[src/rtl/ppm_map.svh]
// offsets, field positions, reset values and counts for the pin-mode block
`ifndef PPM_MAP_SVH
`define PPM_MAP_SVH

`define PPM_NUM_PINS        12
`define PPM_FIRST_PINS      4
`define PPM_SECOND_PINS     8
`define PPM_SECOND_BASE     4
`define PPM_MODE_W          2
`define PPM_CTRL_W          16
`define PPM_ADR_W           8
`define PPM_FIRST_CTRL_OFS  8'h00
`define PPM_SECOND_CTRL_OFS 8'h04
`define PPM_CTRL_RESET      16'h0000
`define PPM_RDATA_RESET     32'h0000_0000
`define PPM_LANE_LO         0
`define PPM_LANE_HI         1

`endif

[src/rtl/ppm_pkg.sv]
// types shared by the pin-mode block
package ppm_pkg;
`include "ppm_map.svh"

	typedef enum logic [1:0] {
		PPM_MODE_ALT      = 2'b00,
		PPM_MODE_OUT      = 2'b01,
		PPM_MODE_IN_PU    = 2'b10,
		PPM_MODE_IN_FLOAT = 2'b11
	} ppm_mode_t;

	typedef logic [`PPM_NUM_PINS-1:0] ppm_pins_t;
	typedef logic [`PPM_CTRL_W-1:0]   ppm_ctrl_t;
	typedef logic [`PPM_ADR_W-1:0]    ppm_adr_t;

endpackage

[src/rtl/ppm_mode_if.sv]
// per-pin mode codes and their decoded controls
`timescale 1ns/100ps
`include "ppm_map.svh"
interface ppm_mode_if;
	import ppm_pkg::*;

	ppm_mode_t mode [`PPM_NUM_PINS];
	ppm_pins_t alt_sel;
	ppm_pins_t out_en;
	ppm_pins_t in_en;
	ppm_pins_t pu_en;

	modport ctrl (output mode, input alt_sel, input out_en, input in_en, input pu_en);
	modport dec  (input mode, output alt_sel, output out_en, output in_en, output pu_en);
endinterface

[src/rtl/ppm_pin_decode.sv]
// decodes each pin's 2-bit mode into mux and pull-up controls
`timescale 1ns/100ps
`include "ppm_map.svh"
module ppm_pin_decode (
	ppm_mode_if.dec m
);
	import ppm_pkg::*;

	genvar i;
	generate
		for (i = 0; i < `PPM_NUM_PINS; i++) begin : g_pin
			always_comb begin
				m.alt_sel[i] = 1'b0;
				m.out_en[i]  = 1'b0;
				m.in_en[i]   = 1'b0;
				m.pu_en[i]   = 1'b0;
				case (m.mode[i])
					PPM_MODE_ALT: begin
						m.alt_sel[i] = 1'b1;
					end
					PPM_MODE_OUT: begin
						m.out_en[i] = 1'b1;
					end
					PPM_MODE_IN_PU: begin
						m.in_en[i] = 1'b1;
						m.pu_en[i] = 1'b1;
					end
					default: begin
						m.in_en[i] = 1'b1;
					end
				endcase
			end
		end
	endgenerate
endmodule

[src/rtl/ppm_top.sv]
// pin-mode control registers on wishbone with per-pin output muxing
// pins 0..3 are the first port's low pins, pins 4..11 the second port's pins 0..7
//
// Added by the designer: the Wishbone register port and the address map.
`timescale 1ns/100ps
`include "ppm_map.svh"
module ppm_top (
	input  wire logic              clk_i,
	input  wire logic              rst_i,
	input  wire logic              wb_cyc_i,
	input  wire logic              wb_stb_i,
	input  wire logic              wb_we_i,
	input  wire ppm_pkg::ppm_adr_t wb_adr_i,
	input  wire logic [3:0]        wb_sel_i,
	input  wire logic [31:0]       wb_dat_i,
	output logic      [31:0]       wb_dat_o,
	output logic                   wb_ack_o,
	input  wire ppm_pkg::ppm_pins_t alt_do_i,
	input  wire ppm_pkg::ppm_pins_t alt_oe_i,
	input  wire ppm_pkg::ppm_pins_t port_do_i,
	input  wire ppm_pkg::ppm_pins_t pad_di_i,
	output ppm_pkg::ppm_pins_t      pad_do_o,
	output ppm_pkg::ppm_pins_t      pad_oe_o,
	output ppm_pkg::ppm_pins_t      pad_pu_o,
	output ppm_pkg::ppm_pins_t      port_di_o,
	output ppm_pkg::ppm_pins_t      alt_di_o
);
	import ppm_pkg::*;

	ppm_ctrl_t   first_ctrl_q;
	ppm_ctrl_t   first_ctrl_d;
	ppm_ctrl_t   second_ctrl_q;
	ppm_ctrl_t   second_ctrl_d;
	logic        ack_q;
	logic        ack_d;
	logic [31:0] rdata_q;
	logic [31:0] rdata_d;
	logic        req;
	logic        hit_first;
	logic        hit_second;
	logic        wr_take;
	logic        rd_start;
	ppm_pins_t   pad_do_q;
	ppm_pins_t   pad_do_d;
	ppm_pins_t   pad_oe_q;
	ppm_pins_t   pad_oe_d;
	ppm_pins_t   pad_pu_q;
	ppm_pins_t   pad_pu_d;
	ppm_pins_t   port_di_q;
	ppm_pins_t   port_di_d;
	ppm_pins_t   alt_di_q;
	ppm_pins_t   alt_di_d;

	ppm_mode_if  mode_bus ();

	// byte lanes beyond the low two hit nothing
	function automatic ppm_ctrl_t lane_merge(
		input ppm_ctrl_t   old,
		input logic [31:0] data,
		input logic [3:0]  sel
	);
		ppm_ctrl_t res;
		res = old;
		if (sel[`PPM_LANE_LO]) begin
			res[7:0] = data[7:0];
		end
		if (sel[`PPM_LANE_HI]) begin
			res[15:8] = data[15:8];
		end
		return res;
	endfunction

	// bus slave: one wait state, ack is a single-cycle pulse
	always_comb begin
		req        = wb_cyc_i & wb_stb_i;
		hit_first  = 1'b0;
		hit_second = 1'b0;
		if (wb_adr_i == `PPM_FIRST_CTRL_OFS) begin
			hit_first = 1'b1;
		end else if (wb_adr_i == `PPM_SECOND_CTRL_OFS) begin
			hit_second = 1'b1;
		end
		// write lands on the edge the master sees ack
		wr_take  = req & wb_we_i & ack_q;
		rd_start = req & ~wb_we_i & ~ack_q;
		ack_d    = req & ~ack_q;
		rdata_d  = rdata_q;
		if (rd_start) begin
			if (hit_first) begin
				rdata_d = {16'h0000, first_ctrl_q};
			end else if (hit_second) begin
				rdata_d = {16'h0000, second_ctrl_q};
			end else begin
				rdata_d = `PPM_RDATA_RESET;
			end
		end
		first_ctrl_d  = first_ctrl_q;
		second_ctrl_d = second_ctrl_q;
		if (wr_take && hit_first) begin
			first_ctrl_d = lane_merge(first_ctrl_q, wb_dat_i, wb_sel_i);
		end else if (wr_take && hit_second) begin
			second_ctrl_d = lane_merge(second_ctrl_q, wb_dat_i, wb_sel_i);
		end
	end

	always_ff @(posedge clk_i) begin
		if (rst_i) begin
			first_ctrl_q  <= `PPM_CTRL_RESET;
			second_ctrl_q <= `PPM_CTRL_RESET;
			ack_q         <= 1'b0;
			rdata_q       <= `PPM_RDATA_RESET;
		end else begin
			first_ctrl_q  <= first_ctrl_d;
			second_ctrl_q <= second_ctrl_d;
			ack_q         <= ack_d;
			rdata_q       <= rdata_d;
		end
	end

	assign wb_ack_o = ack_q;
	assign wb_dat_o = rdata_q;

	// register fields to per-pin modes, then per-pin mux
	genvar i;
	generate
		for (i = 0; i < `PPM_NUM_PINS; i++) begin : g_pin
			if (i < `PPM_FIRST_PINS) begin : g_first
				assign mode_bus.mode[i] = ppm_mode_t'(first_ctrl_q[2*i+1 -: 2]);
			end else begin : g_second
				assign mode_bus.mode[i] =
					ppm_mode_t'(second_ctrl_q[2*(i-`PPM_SECOND_BASE)+1 -: 2]);
			end
			// peripheral or port drives the pad
			assign pad_do_d[i] = (mode_bus.alt_sel[i] & alt_do_i[i]) |
			                     (mode_bus.out_en[i] & port_do_i[i]);
			assign pad_oe_d[i] = (mode_bus.alt_sel[i] & alt_oe_i[i]) | mode_bus.out_en[i];
			// pull-up only in its own input mode
			assign pad_pu_d[i]  = mode_bus.pu_en[i];
			// port sees the pad in output mode and in either input mode
			assign port_di_d[i] = (mode_bus.in_en[i] | mode_bus.out_en[i]) & pad_di_i[i];
			assign alt_di_d[i]  = mode_bus.alt_sel[i] & pad_di_i[i];
		end
	endgenerate

	ppm_pin_decode u_decode (
		.m (mode_bus.dec)
	);

	// one cycle of pipe so pads never see decode glitches
	always_ff @(posedge clk_i) begin
		if (rst_i) begin
			pad_do_q  <= '0;
			pad_oe_q  <= '0;
			pad_pu_q  <= '0;
			port_di_q <= '0;
			alt_di_q  <= '0;
		end else begin
			pad_do_q  <= pad_do_d;
			pad_oe_q  <= pad_oe_d;
			pad_pu_q  <= pad_pu_d;
			port_di_q <= port_di_d;
			alt_di_q  <= alt_di_d;
		end
	end

	assign pad_do_o  = pad_do_q;
	assign pad_oe_o  = pad_oe_q;
	assign pad_pu_o  = pad_pu_q;
	assign port_di_o = port_di_q;
	assign alt_di_o  = alt_di_q;
endmodule

[config.mk]
export PLATFORM = sky130hd
export DESIGN_NAME = ppm_top
export DESIGN_NICKNAME = d
export VERILOG_FILES = /design/src/rtl/ppm_pkg.sv /design/src/rtl/ppm_mode_if.sv /design/src/rtl/ppm_pin_decode.sv /design/src/rtl/ppm_top.sv
export VERILOG_INCLUDE_DIRS = /design/src /design/src/rtl
export SDC_FILE = /design/constraint.sdc
export NUM_CORES = 1
export LEC_CHECK = 0
export ABC_CLOCK_PERIOD_IN_PS = 3250
export BUFFER_PORTS_ARGS = -buffer_cell sky130_fd_sc_hd__buf_2
export CORE_MARGIN = 1
export CORE_UTILIZATION = 35
export DETAILED_ROUTE_END_ITERATION = 16
export PLACE_DENSITY = 0.68
export SLEW_MARGIN = 10
export SYNTH_ARGS = -nofsm -noshare
export SYNTH_HDL_FRONTEND = slang
export SYNTH_HIERARCHICAL = 1
export SYNTH_SLANG_ARGS = --single-unit
[constraint.sdc]
create_clock -name clk_i -period 3.25 [get_ports clk_i]
set_input_delay 0.65 -clock clk_i [delete_from_list [all_inputs] [get_ports clk_i]]
set_output_delay 0.65 -clock clk_i [all_outputs]
set_load 0.02 [all_outputs]
Yosys cells after proc, flatten, opt, wreduce, memory -nomap -nowiden

Index checks and enable logic that the tools add are counted.

Equality and inequality tests: 25
Multiplexer cells: 53
Bitwise logic cells: 105
Reductions and logical operators: 31

Operators with widths:

| cell                 | number |
|---|---|
| $and A1 B1 Y1        | 66 |
| $mux W1              | 51 |
| $or A1 B1 Y1         | 36 |
| $mux W16             | 2 |
| $eq A2 B1 Y1 const B | 12 |
| $eq A2 B2 Y1 const B | 12 |
| $logic_not A2 Y1     | 12 |
| $reduce_or A2 Y1     | 12 |
| $eq A8 B3 Y1 const B | 1 |
| $logic_not A8 Y1     | 1 |
| $reduce_and A3 Y1    | 2 |
| $reduce_and A2 Y1    | 2 |
| $not A1 Y1           | 3 |
| $logic_and A1 B1 Y1  | 2 |

Register bits: 125
Output and inout port bits: 93
Logic and storage cells: 225

Depth between registers and ports, before layout

Gate-level depths: netlist of run 1.

Depth in word-level cells: 6
Mapped depth: 6
Gate-level depth less buffers: 4

Hierarchy

The synthesis of run 1 kept the hierarchy.

Modules (own cells, without submodules):

| module         | instances | cells each | area each (sq um) |
|---|---|---|---|
| ppm_top        | 1         | 364        | 3801.1 |
| ppm_pin_decode | 1         | 48         | 265.3 |

Worst setup path after synthesis of run 1

Ideal clock, no wire load.

Kind: input to register
From: input port wb_adr_i[5]
To: register second_ctrl_q[1]
Setup time: 0.128 ns
Arrival: 1.648 ns
Data required time: 3.122 ns
Setup slack: 1.474 ns
Stages: 4
Path buffers: 0
Cell sequence: nor4_4 > nand4_2 > mux2i_1 > nor2_1

Word-level cells in the longest chain between the ends: 5
Elaborated cells between the ends (all ways): 9
Those cells by class: eq/ne: 1; mux: 3; bitwise: 1; reduce/logical: 4

RTL lines:

| element                                                    | RTL line                     | RTL |
|---|---|---|
| start, declared                                            | ppm_top.sv:13                | `input wire ppm_pkg::ppm_adr_t wb_adr_i,` |
| $eq A8 B3 Y1 (no line) or $logic_not A8 Y1 (tied branches) | n/a                          |  |
| $mux W1 (on tied branches)                                 | ppm_top.sv:80, ppm_top.sv:78 |  |
| $mux W1 or $logic_and A1 B1 Y1 (tied branches)             | ppm_top.sv:78, ppm_top.sv:99 |  |
| $logic_and A1 B1 Y1 or $not A1 Y1 (tied branches)          | n/a                          |  |
| $reduce_and A3 Y1 (no line) *                              | n/a                          |  |
| end signal, assigned                                       | ppm_top.sv:109               | `` second_ctrl_q <= `PPM_CTRL_RESET; `` |
| end signal, assigned                                       | ppm_top.sv:114               | `second_ctrl_q <= second_ctrl_d;` |
| end, declared                                              | ppm_top.sv:32                | `ppm_ctrl_t second_ctrl_q;` |

Every way passes the cells marked *; elsewhere a longest branch is shown, timed or not.
A chain may end at the register's enable or synchronous reset.

Final worst setup path of run 1

From: input port wb_adr_i[1]
To: register rdata_q[8], in the netlist wb_dat_o[8]

Word-level cells in the longest chain between the ends: 5
Elaborated cells between the ends (all ways): 7
Those cells by class: eq/ne: 1; mux: 5; reduce/logical: 1

RTL lines:

| element                | RTL line       | RTL |
|---|---|---|
| $eq A8 B3 Y1 (no line) | n/a            |  |
| $mux W1                | ppm_top.sv:80  | `` end else if (wb_adr_i == `PPM_SECOND_CTRL_OFS) begin `` |
| $mux W1                | ppm_top.sv:78  | `` if (wb_adr_i == `PPM_FIRST_CTRL_OFS) begin `` |
| $mux W16               | ppm_top.sv:91  | `end else if (hit_second) begin` |
| $mux W16 *             | ppm_top.sv:89  | `if (hit_first) begin` |
| end signal, assigned   | ppm_top.sv:111 | `` rdata_q <= `PPM_RDATA_RESET; `` |
| end signal, assigned   | ppm_top.sv:116 | `rdata_q <= rdata_d;` |
| end, declared          | ppm_top.sv:36  | `logic [31:0] rdata_q;` |

Marks and branches as above.

==> metrics.csv, run 1 <==
stage,metric,value,unit
layout,syn_to_final_growth,25.9,%
clock_tree,cts-root-buf,clkbuf_16,
grt,grt-ovfl-total,0,
clock_tree,ctsHoldBuffers,0,
detailed_routing,drt-initial-drc-count,112,
timing,tns,0,ps
floorplan,die_area,12100,um^2
clock_tree,cts_buffers,9,
run_status,status,completed,
layout,fill_cells,1082,
layout,final_nets,650,
placed_design,hpwl,6790,um
layout,layout-drive-gt1-share,34.6,%
synth,synth_top_family_by_area,simple AND/OR/NAND/NOR gates,
placed_design,gp_congestion,0.723,
synth,yosys_warnings,6,
layout,design_area,5120,um^2
synth,synth_largest_area_cell,dfxtp_1,
floorplan,coreArea,11100,um^2
placed_design,dp_worst_setup_slack,961,ps
timing,tightestPinTransition,686,ps
grt,grt_start_max_net_pins,71,
setup_path,rrSetupSlack,1620,ps
timing,relSlewSlack,54.3,%
synth,synth_compound_area_share,6.89,%
timing,rsz0062_at_grt,no,
clock_tree,path_clk_slew,70,ps
grt,grt_pass1_wl,14000,um
placed_design,placed_area,4840,um^2
timing,slew_violations,0,
detailed_routing,post_drt_wl_per_cell,13.2,um
setup_path,worstPathArrival,2220,ps
synth,synthTopCellsByArea,"dfxtp_1 (54%), mux2i_1 (7.9%), nor2_1 (7.5%)",
setup_path,r2r-end,first_ctrl_q[2],
setup_path,crit_path_end_kind,flip-flop,
power,clock_power_share,40.0,%
floorplan,die-width,110,um
power,sw_frac_of_total,22.8,%
synth,syn_inst,412,
timing,min_period,1930,ps
setup_path,path_buf_inv,2,
detailed_routing,vias,3243,
power,power_frac_comb,7.1,%
placed_design,place.port_buffers,155,
power,seqPwrFrac,53.0,%
clock_tree,post_cts_buffers,0,
power,power_switching,0.587,mW
clock_tree,clock_tree.buffer_depth,2,
setup_path,cp_cell_sequence,buf_2 -> nor4b_2 -> and4b_1 -> buf_4 -> a22oi_1 -> nand2_1,
detailed_routing,dr.pass1.iters,4,
power,ir_drop,320,uV
setup_path,crit_type,input port to flip-flop,
synth,synth_simple_gate_area_share,25.0,%
clock_tree,clock_latency,350,ps
detailed_routing,met2_length,4420,um
synth,synth-adder-area-share,0,%
synth,synth.area.mux_share,7.88,%
synth,yosysTopAreaCellShare,53.7,%
detailed_routing,viasPerCell,4.65,
power,p_per_area,503,nW/um^2
grt,track_usage,15.5,%
setup_path,cp_data_required_time,3550,ps
setup_path,start_kind,input port,
detailed_routing,drc,0,
power,internal-power,1.99,mW
timing,clock_skew,8.32,ps
floorplan,die_y,110,um
min_path,min-delay-start,first_ctrl_q[9],
floorplan,io_pins,190,
power,leakage,2.74,nW
setup_path,reg2reg_depth,4,
grt,grt_pass1_vias,3006,
min_path,min_to,wb_dat_o[9],
detailed_routing,routed_wirelength,9180,um
detailed_routing,wl_met1,4020,um
setup_path,critPathMaxFanout,10,
synth,syn-cell-area,4070,um^2
clock_tree,clock_sinks,109,
grt,antenna_found_initial,0,
floorplan,start_util,36.7,%
layout,n_antenna_cell,0,
layout,postLayoutCoreUtil,46.2,%
synth,synthXorXnorAreaFrac,0,%
timing,hold_viol_final,0,
flow_run,drv_cap,0,
synth,ys_types,24,
timing,timing.final.crit_share,59.3,%
timing,hold_ws,442,ps
clock_tree,htree_levels,3,
detailed_routing,wl_met3,562,um
min_path,hold_depth,2,
synth,syn_avg_cell_area,9.87,um^2
timing,max_clock_freq,519,MHz
detailed_routing,top_layer_used,met4,
clock_tree,cts_tree,done,
min_path,hold_path.class,flip-flop to flip-flop,
timing,setup_viol,0,
setup_path,cp_slowest_cell,nor4b_2,
detailed_routing,ant_nets,0,
floorplan,rows,38,
timing,layout_setup_ws,1320,ps
synth,ys_ff_latch,109,
setup_path,slowest_delay,540,ps
setup_path,crit_family,simple AND/OR/NAND/NOR gates,
setup_path,r2r-start,wb_ack_o,
synth,synth-seq-area-share,53.7,%
clock_tree,cts.repair.resized,0,
## cell usage after synthesis (all sizes together)
cell type,n
dfxtp,109
nor2,81
nand2,33
mux2i,32
a22oi,28
nor2b,26
clkbuf,24
buf,20
a21oi,12
and3b,12
nor3b,12
and2b,10
nand4,4
and4b,2
nor4,2
and4,1
and4bb,1
conb,1
nor3,1
nor4b,1
## cells by family after synthesis
group,after synthesis
buf+inv,44
simple gates,186
mux,32
flops,109
other cells,1
compound gates,40
## worst max path at each step
stage	start	to	slack [ps]	cells after the start
finish	wb_adr_i[1]	wb_dat_o[8]	1320	6
global route	wb_adr_i[1]	wb_dat_o[15]	1220	6
CTS	wb_adr_i[1]	wb_dat_o[8]	1330	6
detailed placement	wb_adr_i[1]	wb_dat_o[10]	960	6
global placement	wb_adr_i[1]	wb_dat_o[9]	990	6
floorplan	wb_adr_i[5]	second_ctrl_q[1]	1470	4
## layout make-up
| class | count | area, um^2 | area share [%] |
|---|---|---|---|
| Sequential cell | 109 | 2180 | 42.6 |
| Multi-Input combinational cell | 274 | 1680 | 32.8 |
| Tap cell | 140 | 175 | 3.42 |
| Clock inverter | 3 | 21.3 | 0.415 |
| Clock buffer | 12 | 256 | 5.01 |
| Timing Repair Buffer | 159 | 806 | 15.7 |
## power by group through the flow
stage | registers (mW) | logic (mW) | clock network, mW
floorplan | 1.43 | 0.0793 | 0
global placement | 1.39 | 0.181 | 0
detailed placement | 1.40 | 0.184 | 0
CTS | 1.36 | 0.185 | 1.07
global route | 1.37 | 0.199 | 1.12
finish | 1.36 | 0.182 | 1.03
## through the flow
step                cells  power, mW
floorplan             427       1.51
global placement      682       1.58
detailed placement    682       1.58
CTS                   697       2.61
global route          697       2.68
finish                697       2.58
## sequential cells by signal, summed over array words and instances (netlist names)
name,cells
first_ctrl_q,16
second_ctrl_q,16
wb_dat_o,16
alt_di_o,12
pad_do_o,12
pad_oe_o,12
pad_pu_o,12
port_di_o,12
wb_ack_o,1
## layout by cell type (no fill, tap or decap), drive strengths merged
master and n:
a21oi 12, a22oi 28, and2b 10, and3b 12, and4 1, and4b 2, and4bb 1, buf 159
clkbuf 12, clkinv 2, clkinvlp 1, conb 16, dfxtp 109, mux2i 32, nand2 33, nand4 4
nor2 81, nor2b 26, nor3 1, nor3b 12, nor4 2, nor4b 1
## routing by layer
layer  track usage, %  vias up
li1                 -     1620
met1             18.2     1502
met2             25.9      109
met3             4.62       12
met4             7.14        0
met5                0        -
## worst register-to-register path: cells and delay by family, from the launching register on
kind,cells,cell delay [ps]
muxes,1,280
DFF,1,360
and+or+nand+nor,3,860
No activity file was read; power rests on OpenSTA's default activity.
==> inputs of run 2 (changes only) <==
- ABC_CLOCK_PERIOD_IN_PS: 3250 -> 1600
- PLACE_DENSITY: 0.68 -> 0.7
- clock period: 3.25 -> 1.6 ns (I/O delays scaled with it)
==> run 2 against run 1 <==
Net effect: register-to-register slack worse by 1400 ps; clock power is 150% higher; setup slack got worse by 1100 ps; worst hold slack worse by 240 ps; global-route usage grew 0.39 points; critical path depth down 1; clock skew down 3.8 ps; utilization up 2.0 points; sequential power is 100% higher; cell count is 2.2% higher.
==> metrics.csv, run 2 (same netlist as run 1, synthesis figures left out) <==
stage,metric,value,unit
setup_path,rrSetupSlack,190,ps
placed_design,dp_worst_setup_slack,17.5,ps
clock_tree,htree_levels,3,
detailed_routing,vias,3274,
power,p_per_area,1070,nW/um^2
timing,layout_setup_ws,195,ps
setup_path,cp_slowest_cell,dfxtp_1,
floorplan,rows,38,
detailed_routing,ant_nets,0,
grt,grt_pass1_wl,14400,um
power,power,5.72,mW
layout,syn_to_final_growth,31.4,%
setup_path,crit_path_end_kind,flip-flop,
setup_path,cp_data_required_time,1840,ps
detailed_routing,routed_wirelength,9290,um
power,sw_frac_of_total,21.4,%
setup_path,critPathMaxFanout,4,
layout,final_common_cell,buf_2,
timing,rsz0062_at_grt,no,
timing,tns,0,ps
detailed_routing,post_drt_wl_per_cell,13.0,um
floorplan,coreArea,11100,um^2
timing,setup_viol,0,
min_path,hold_path.class,input port to flip-flop,
setup_path,reg2reg_depth,5,
placed_design,hpwl,6950,um
layout,n_antenna_cell,0,
placed_design,place.port_buffers,155,
power,seqPwrFrac,48.5,%
timing,clock_skew,4.55,ps
grt,track_usage,15.9,%
setup_path,cp_cell_sequence,and4_1 -> nand4_2 -> buf_4 -> mux2i_1 -> nor2_1,
clock_tree,cts-root-buf,clkbuf_16,
power,clock_power_share,44.8,%
timing,max_clock_freq,712,MHz
floorplan,io_pins,190,
timing,timing.final.crit_share,87.8,%
setup_path,worstPathArrival,1640,ps
clock_tree,clock_sinks,109,
floorplan,start_util,36.7,%
layout,final_cell_mix,"buf_2 (155), dfxtp_1 (109), nor2_1 (81)",
power,power_switching,1.23,mW
power,leakage,2.85,nW
timing,slew_violations,0,
clock_tree,cts_tree,done,
run_status,status,completed,
layout,seq_area,2180,um^2
layout,multi_input_area,1680,um^2
timing,hold_viol_final,0,
detailed_routing,viasPerCell,4.60,
floorplan,die-width,110,um
detailed_routing,drt-initial-drc-count,116,
clock_tree,path_clk_slew,70,ps
power,power_frac_comb,6.7,%
clock_tree,ctsHoldBuffers,0,
detailed_routing,dr.pass1.iters,4,
power,ir_drop,921,uV
setup_path,start_kind,flip-flop,
layout,fill_cells,1072,
floorplan,die_y,110,um
clock_tree,clock_latency,350,ps
placed_design,gp_congestion,0.735,
timing,min_period,1410,ps
floorplan,die_area,12100,um^2
clock_tree,cts.repair.resized,0,
min_path,hold_depth,3,
clock_tree,clock_tree.buffer_depth,2,
layout,final_nets,664,
clock_tree,post_cts_buffers,0,
grt,grt_pass1_vias,3095,
power,internal-power,4.49,mW
grt,grt-ovfl-total,0,
detailed_routing,drc,0,
grt,grt_start_max_net_pins,66,
layout,layout-drive-gt1-share,36.5,%
grt,antenna_found_initial,0,
setup_path,crit_type,flip-flop to flip-flop,
flow_run,drv_cap,0,
clock_tree,cts_buffers,9,
setup_path,slowest_delay,370,ps
[run 2: cell types whose count changed in the layout (fill, tap and decap cells not counted)]
| cell | before | now |
|---|---|---|
| buf_12 | 0 | 4 |
| bufinv_16 | 0 | 3 |
| clkinv_2 | 1 | 2 |
| inv_6 | 0 | 1 |
| buf_4 | 4 | 14 |
| clkinvlp_4 | 1 | 0 |
| clkinv_4 | 1 | 0 |
| clkbuf_8 | 2 | 1 |
| clkbuf_1 | 1 | 0 |
[run 2: path summary, 6_finish.rpt]
check                        start               end
setup / recovery          wb_ack_o  second_ctrl_q[6]
hold / removal         alt_oe_i[1]       pad_oe_o[1]
hold reg to reg   first_ctrl_q[12]      wb_dat_o[12]
setup reg to reg          wb_ack_o  second_ctrl_q[6]
[run 2: cell type report]
cell class / count / area share (%)
flip-flops and latches: 109 / 40.8
multi-input cells: 274 / 31.4
repair buffers: 173 / 18.0
clock buffers: 10 / 4.47
well taps: 140 / 3.28
clock inverters: 6 / 2.04
[run 2: per-layer routing]
layer / up-vias / wire length, um / global-route usage [%]
met5: - / 0 / 0
met4: 0 / 80 / 4.95
li1: 1646 / - / -
met1: 1511 / 3920 / 17.6
met2: 111 / 4600 / 27.9
met3: 6 / 686 / 6.11
[run 2: power by group through the flow]
stage / clock network (mW) / registers [mW] / logic [mW]
floorplan: 0 / 2.90 / 0.161
global placement: 0 / 2.83 / 0.379
detailed placement: 0 / 2.83 / 0.388
CTS: 2.61 / 2.77 / 0.389
global route: 2.71 / 2.78 / 0.422
finish: 2.56 / 2.77 / 0.384
[run 2: worst max-delay path: cells and delay by family, from the launching register on]
kind	cells	cell delay [ps]
flip-flops	1	370
multiplexers	1	160
buffers and inverters	1	200
AND/OR/NAND/NOR	3	570
[run 2: per-stage QoR]
| stage | util, % | hold WS, ps | cell area, um^2 | std cells |
|---|---|---|---|---|
| floorplan | - | 422 | 4120 | 427 |
| global placement | 45.1 | 428 | 5000 | 696 |
| detailed placement | 45.1 | 432 | 5000 | 696 |
| CTS | 48.2 | 192 | 5350 | 712 |
| global route | 48.2 | 201 | 5350 | 712 |
| finish | 48.2 | 202 | 5350 | 712 |
==> inputs of run 3 (changes only) <==
- CAP_MARGIN: not set -> 15
- CTS_BUF_LIST: not set -> sky130_fd_sc_hd__clkbuf_8
==> run 3 against run 2 <==
Net effect: power shrank 9.9%; largest cell class unchanged; count of clock-buffer cells in the layout is the same; critical endpoint unchanged; non-clock buffer count is the same.
==> metrics.csv, run 3 (same netlist as run 1, synthesis figures left out) <==
stage,metric,value,unit
min_path,min-delay-start,alt_oe_i[1],
clock_tree,cts_buffers,9,
timing,hold_ws,165,ps
clock_tree,clock_tree.buffer_depth,2,
setup_path,critPathMaxFanout,4,
placed_design,dp_worst_setup_slack,17.5,ps
timing,slew_violations,0,
grt,grt_pass1_vias,3063,
timing,layout_setup_ws,180,ps
placed_design,dp_cells,696,
detailed_routing,drt-initial-drc-count,113,
clock_tree,clock_latency,380,ps
setup_path,crit_type,flip-flop to flip-flop,
power,power,5.15,mW
setup_path,r2r-start,wb_ack_o,
setup_path,crit_family,simple AND/OR/NAND/NOR gates,
layout,postLayoutCoreUtil,47.3,%
grt,met2_usage,27.8,%
min_path,min_to,pad_oe_o[1],
power,power_frac_comb,7.5,%
power,p_per_area,982,nW/um^2
detailed_routing,viasPerCell,4.63,
clock_tree,cts-root-buf,clkbuf_8,
layout,syn_to_final_growth,29.0,%
grt,met1_usage,17.7,%
layout,stdcell_count,712,
clock_tree,path_clk_slew,90,ps
floorplan,coreArea,11100,um^2
detailed_routing,ant_nets,0,
layout,final_common_cell,buf_2,
clock_tree,post_cts_buffers,0,
floorplan,die-width,110,um
grt,grt_busiest_layer,met2,
layout,n_antenna_cell,0,
power,seqPwrFrac,53.8,%
clock_tree,clock_sinks,109,
grt,track_usage,16.0,%
power,ir_drop,692,uV
setup_path,start_kind,flip-flop,
detailed_routing,routed_wirelength,9330,um
layout,design_area,5240,um^2
placed_design,placed_area,5000,um^2
floorplan,die_area,12100,um^2
placed_design,hpwl,6950,um
min_path,hold_depth,3,
run_status,status,completed,
power,sw_frac_of_total,22.3,%
clock_tree,cts.repair.resized,0,
layout,final_nets,664,
floorplan,start_util,36.7,%
setup_path,r2r-end,second_ctrl_q[6],
detailed_routing,dr.pass1.iters,4,
setup_path,path_buf_inv,1,
layout,final_cell_mix,"buf_2 (155), dfxtp_1 (109), nor2_1 (81)",
grt,antenna_found_initial,0,
placed_design,gp_congestion,0.735,
timing,hold_viol_final,0,
power,clock_power_share,38.7,%
placed_design,place.port_buffers,155,
power,leakage,2.81,nW
floorplan,die_y,110,um
timing,min_period,1420,ps
detailed_routing,drc,0,
detailed_routing,post_drt_wl_per_cell,13.1,um
timing,timing.final.crit_share,88.7,%
min_path,hold_path.class,input port to flip-flop,
grt,grt_pass1_wl,14400,um
power,internal-power,4.00,mW
setup_path,crit_path_end_kind,flip-flop,
power,power_switching,1.15,mW
setup_path,slowest_delay,380,ps
detailed_routing,vias,3300,
setup_path,cp_cell_sequence,and4_1 -> nand4_2 -> buf_4 -> mux2i_1 -> nor2_1,
setup_path,worstPathArrival,1690,ps
grt,grt_start_max_net_pins,66,
grt,grt-ovfl-total,0,
timing,rsz0062_at_grt,no,
setup_path,rrSetupSlack,180,ps
timing,clock_skew,4.61,ps
clock_tree,cts_tree,done,
setup_path,cp_slowest_cell,dfxtp_1,
floorplan,rows,38,
layout,layout-drive-gt1-share,36.5,%
timing,max_clock_freq,704,MHz
clock_tree,ctsHoldBuffers,0,
floorplan,io_pins,190,
grt,grt_util_met3,6.11,%
timing,setup_viol,0,
flow_run,drv_cap,0,
clock_tree,htree_levels,3,
timing,tns,0,ps
setup_path,cp_data_required_time,1870,ps
setup_path,reg2reg_depth,5,
[run 3: how the worst max path moves through the flow]
stage | endpoint | from | cells past startpoint
2_1_floorplan | second_ctrl_q[1] | wb_ack_o | 5
3_3_place_gp | second_ctrl_q[4] | wb_adr_i[1] | 7
3_5_place_dp | second_ctrl_q[4] | wb_adr_i[1] | 7
4_1_cts | second_ctrl_q[4] | wb_ack_o | 5
5_1_grt | second_ctrl_q[6] | wb_ack_o | 5
6_report | second_ctrl_q[6] | wb_ack_o | 5
[run 3: cell type report]
type / count / area, um^2
clock buffer: 10 / 138
clock inverter: 6 / 109
fill: 1088 / 5830
multi-input combinational: 274 / 1680
sequential: 109 / 2180
tap: 140 / 175
timing repair buffer: 173 / 961
[run 3: power groups by stage]
stage	Sequential, mW	Clock, mW	Combinational (mW)
after floorplan	2.90	0	0.161
after global placement	2.83	0	0.379
after detailed placement	2.83	0	0.388
after CTS	2.77	2.07	0.389
after global routing	2.78	2.17	0.422
final	2.77	1.99	0.385
[run 3: worst reg2reg max path, stage by stage, from the launching register on]
cell and delay [ps]:
dfxtp_1 380, and4_1 350, nand4_2 170, buf_4 200, mux2i_1 170, nor2_1 50
[run 3: layer usage]
layer	routed length, um	share of wire, %
met1	3950	42
met2	4560	49
met3	691	7.4
met4	127	1.4
met5	0	0
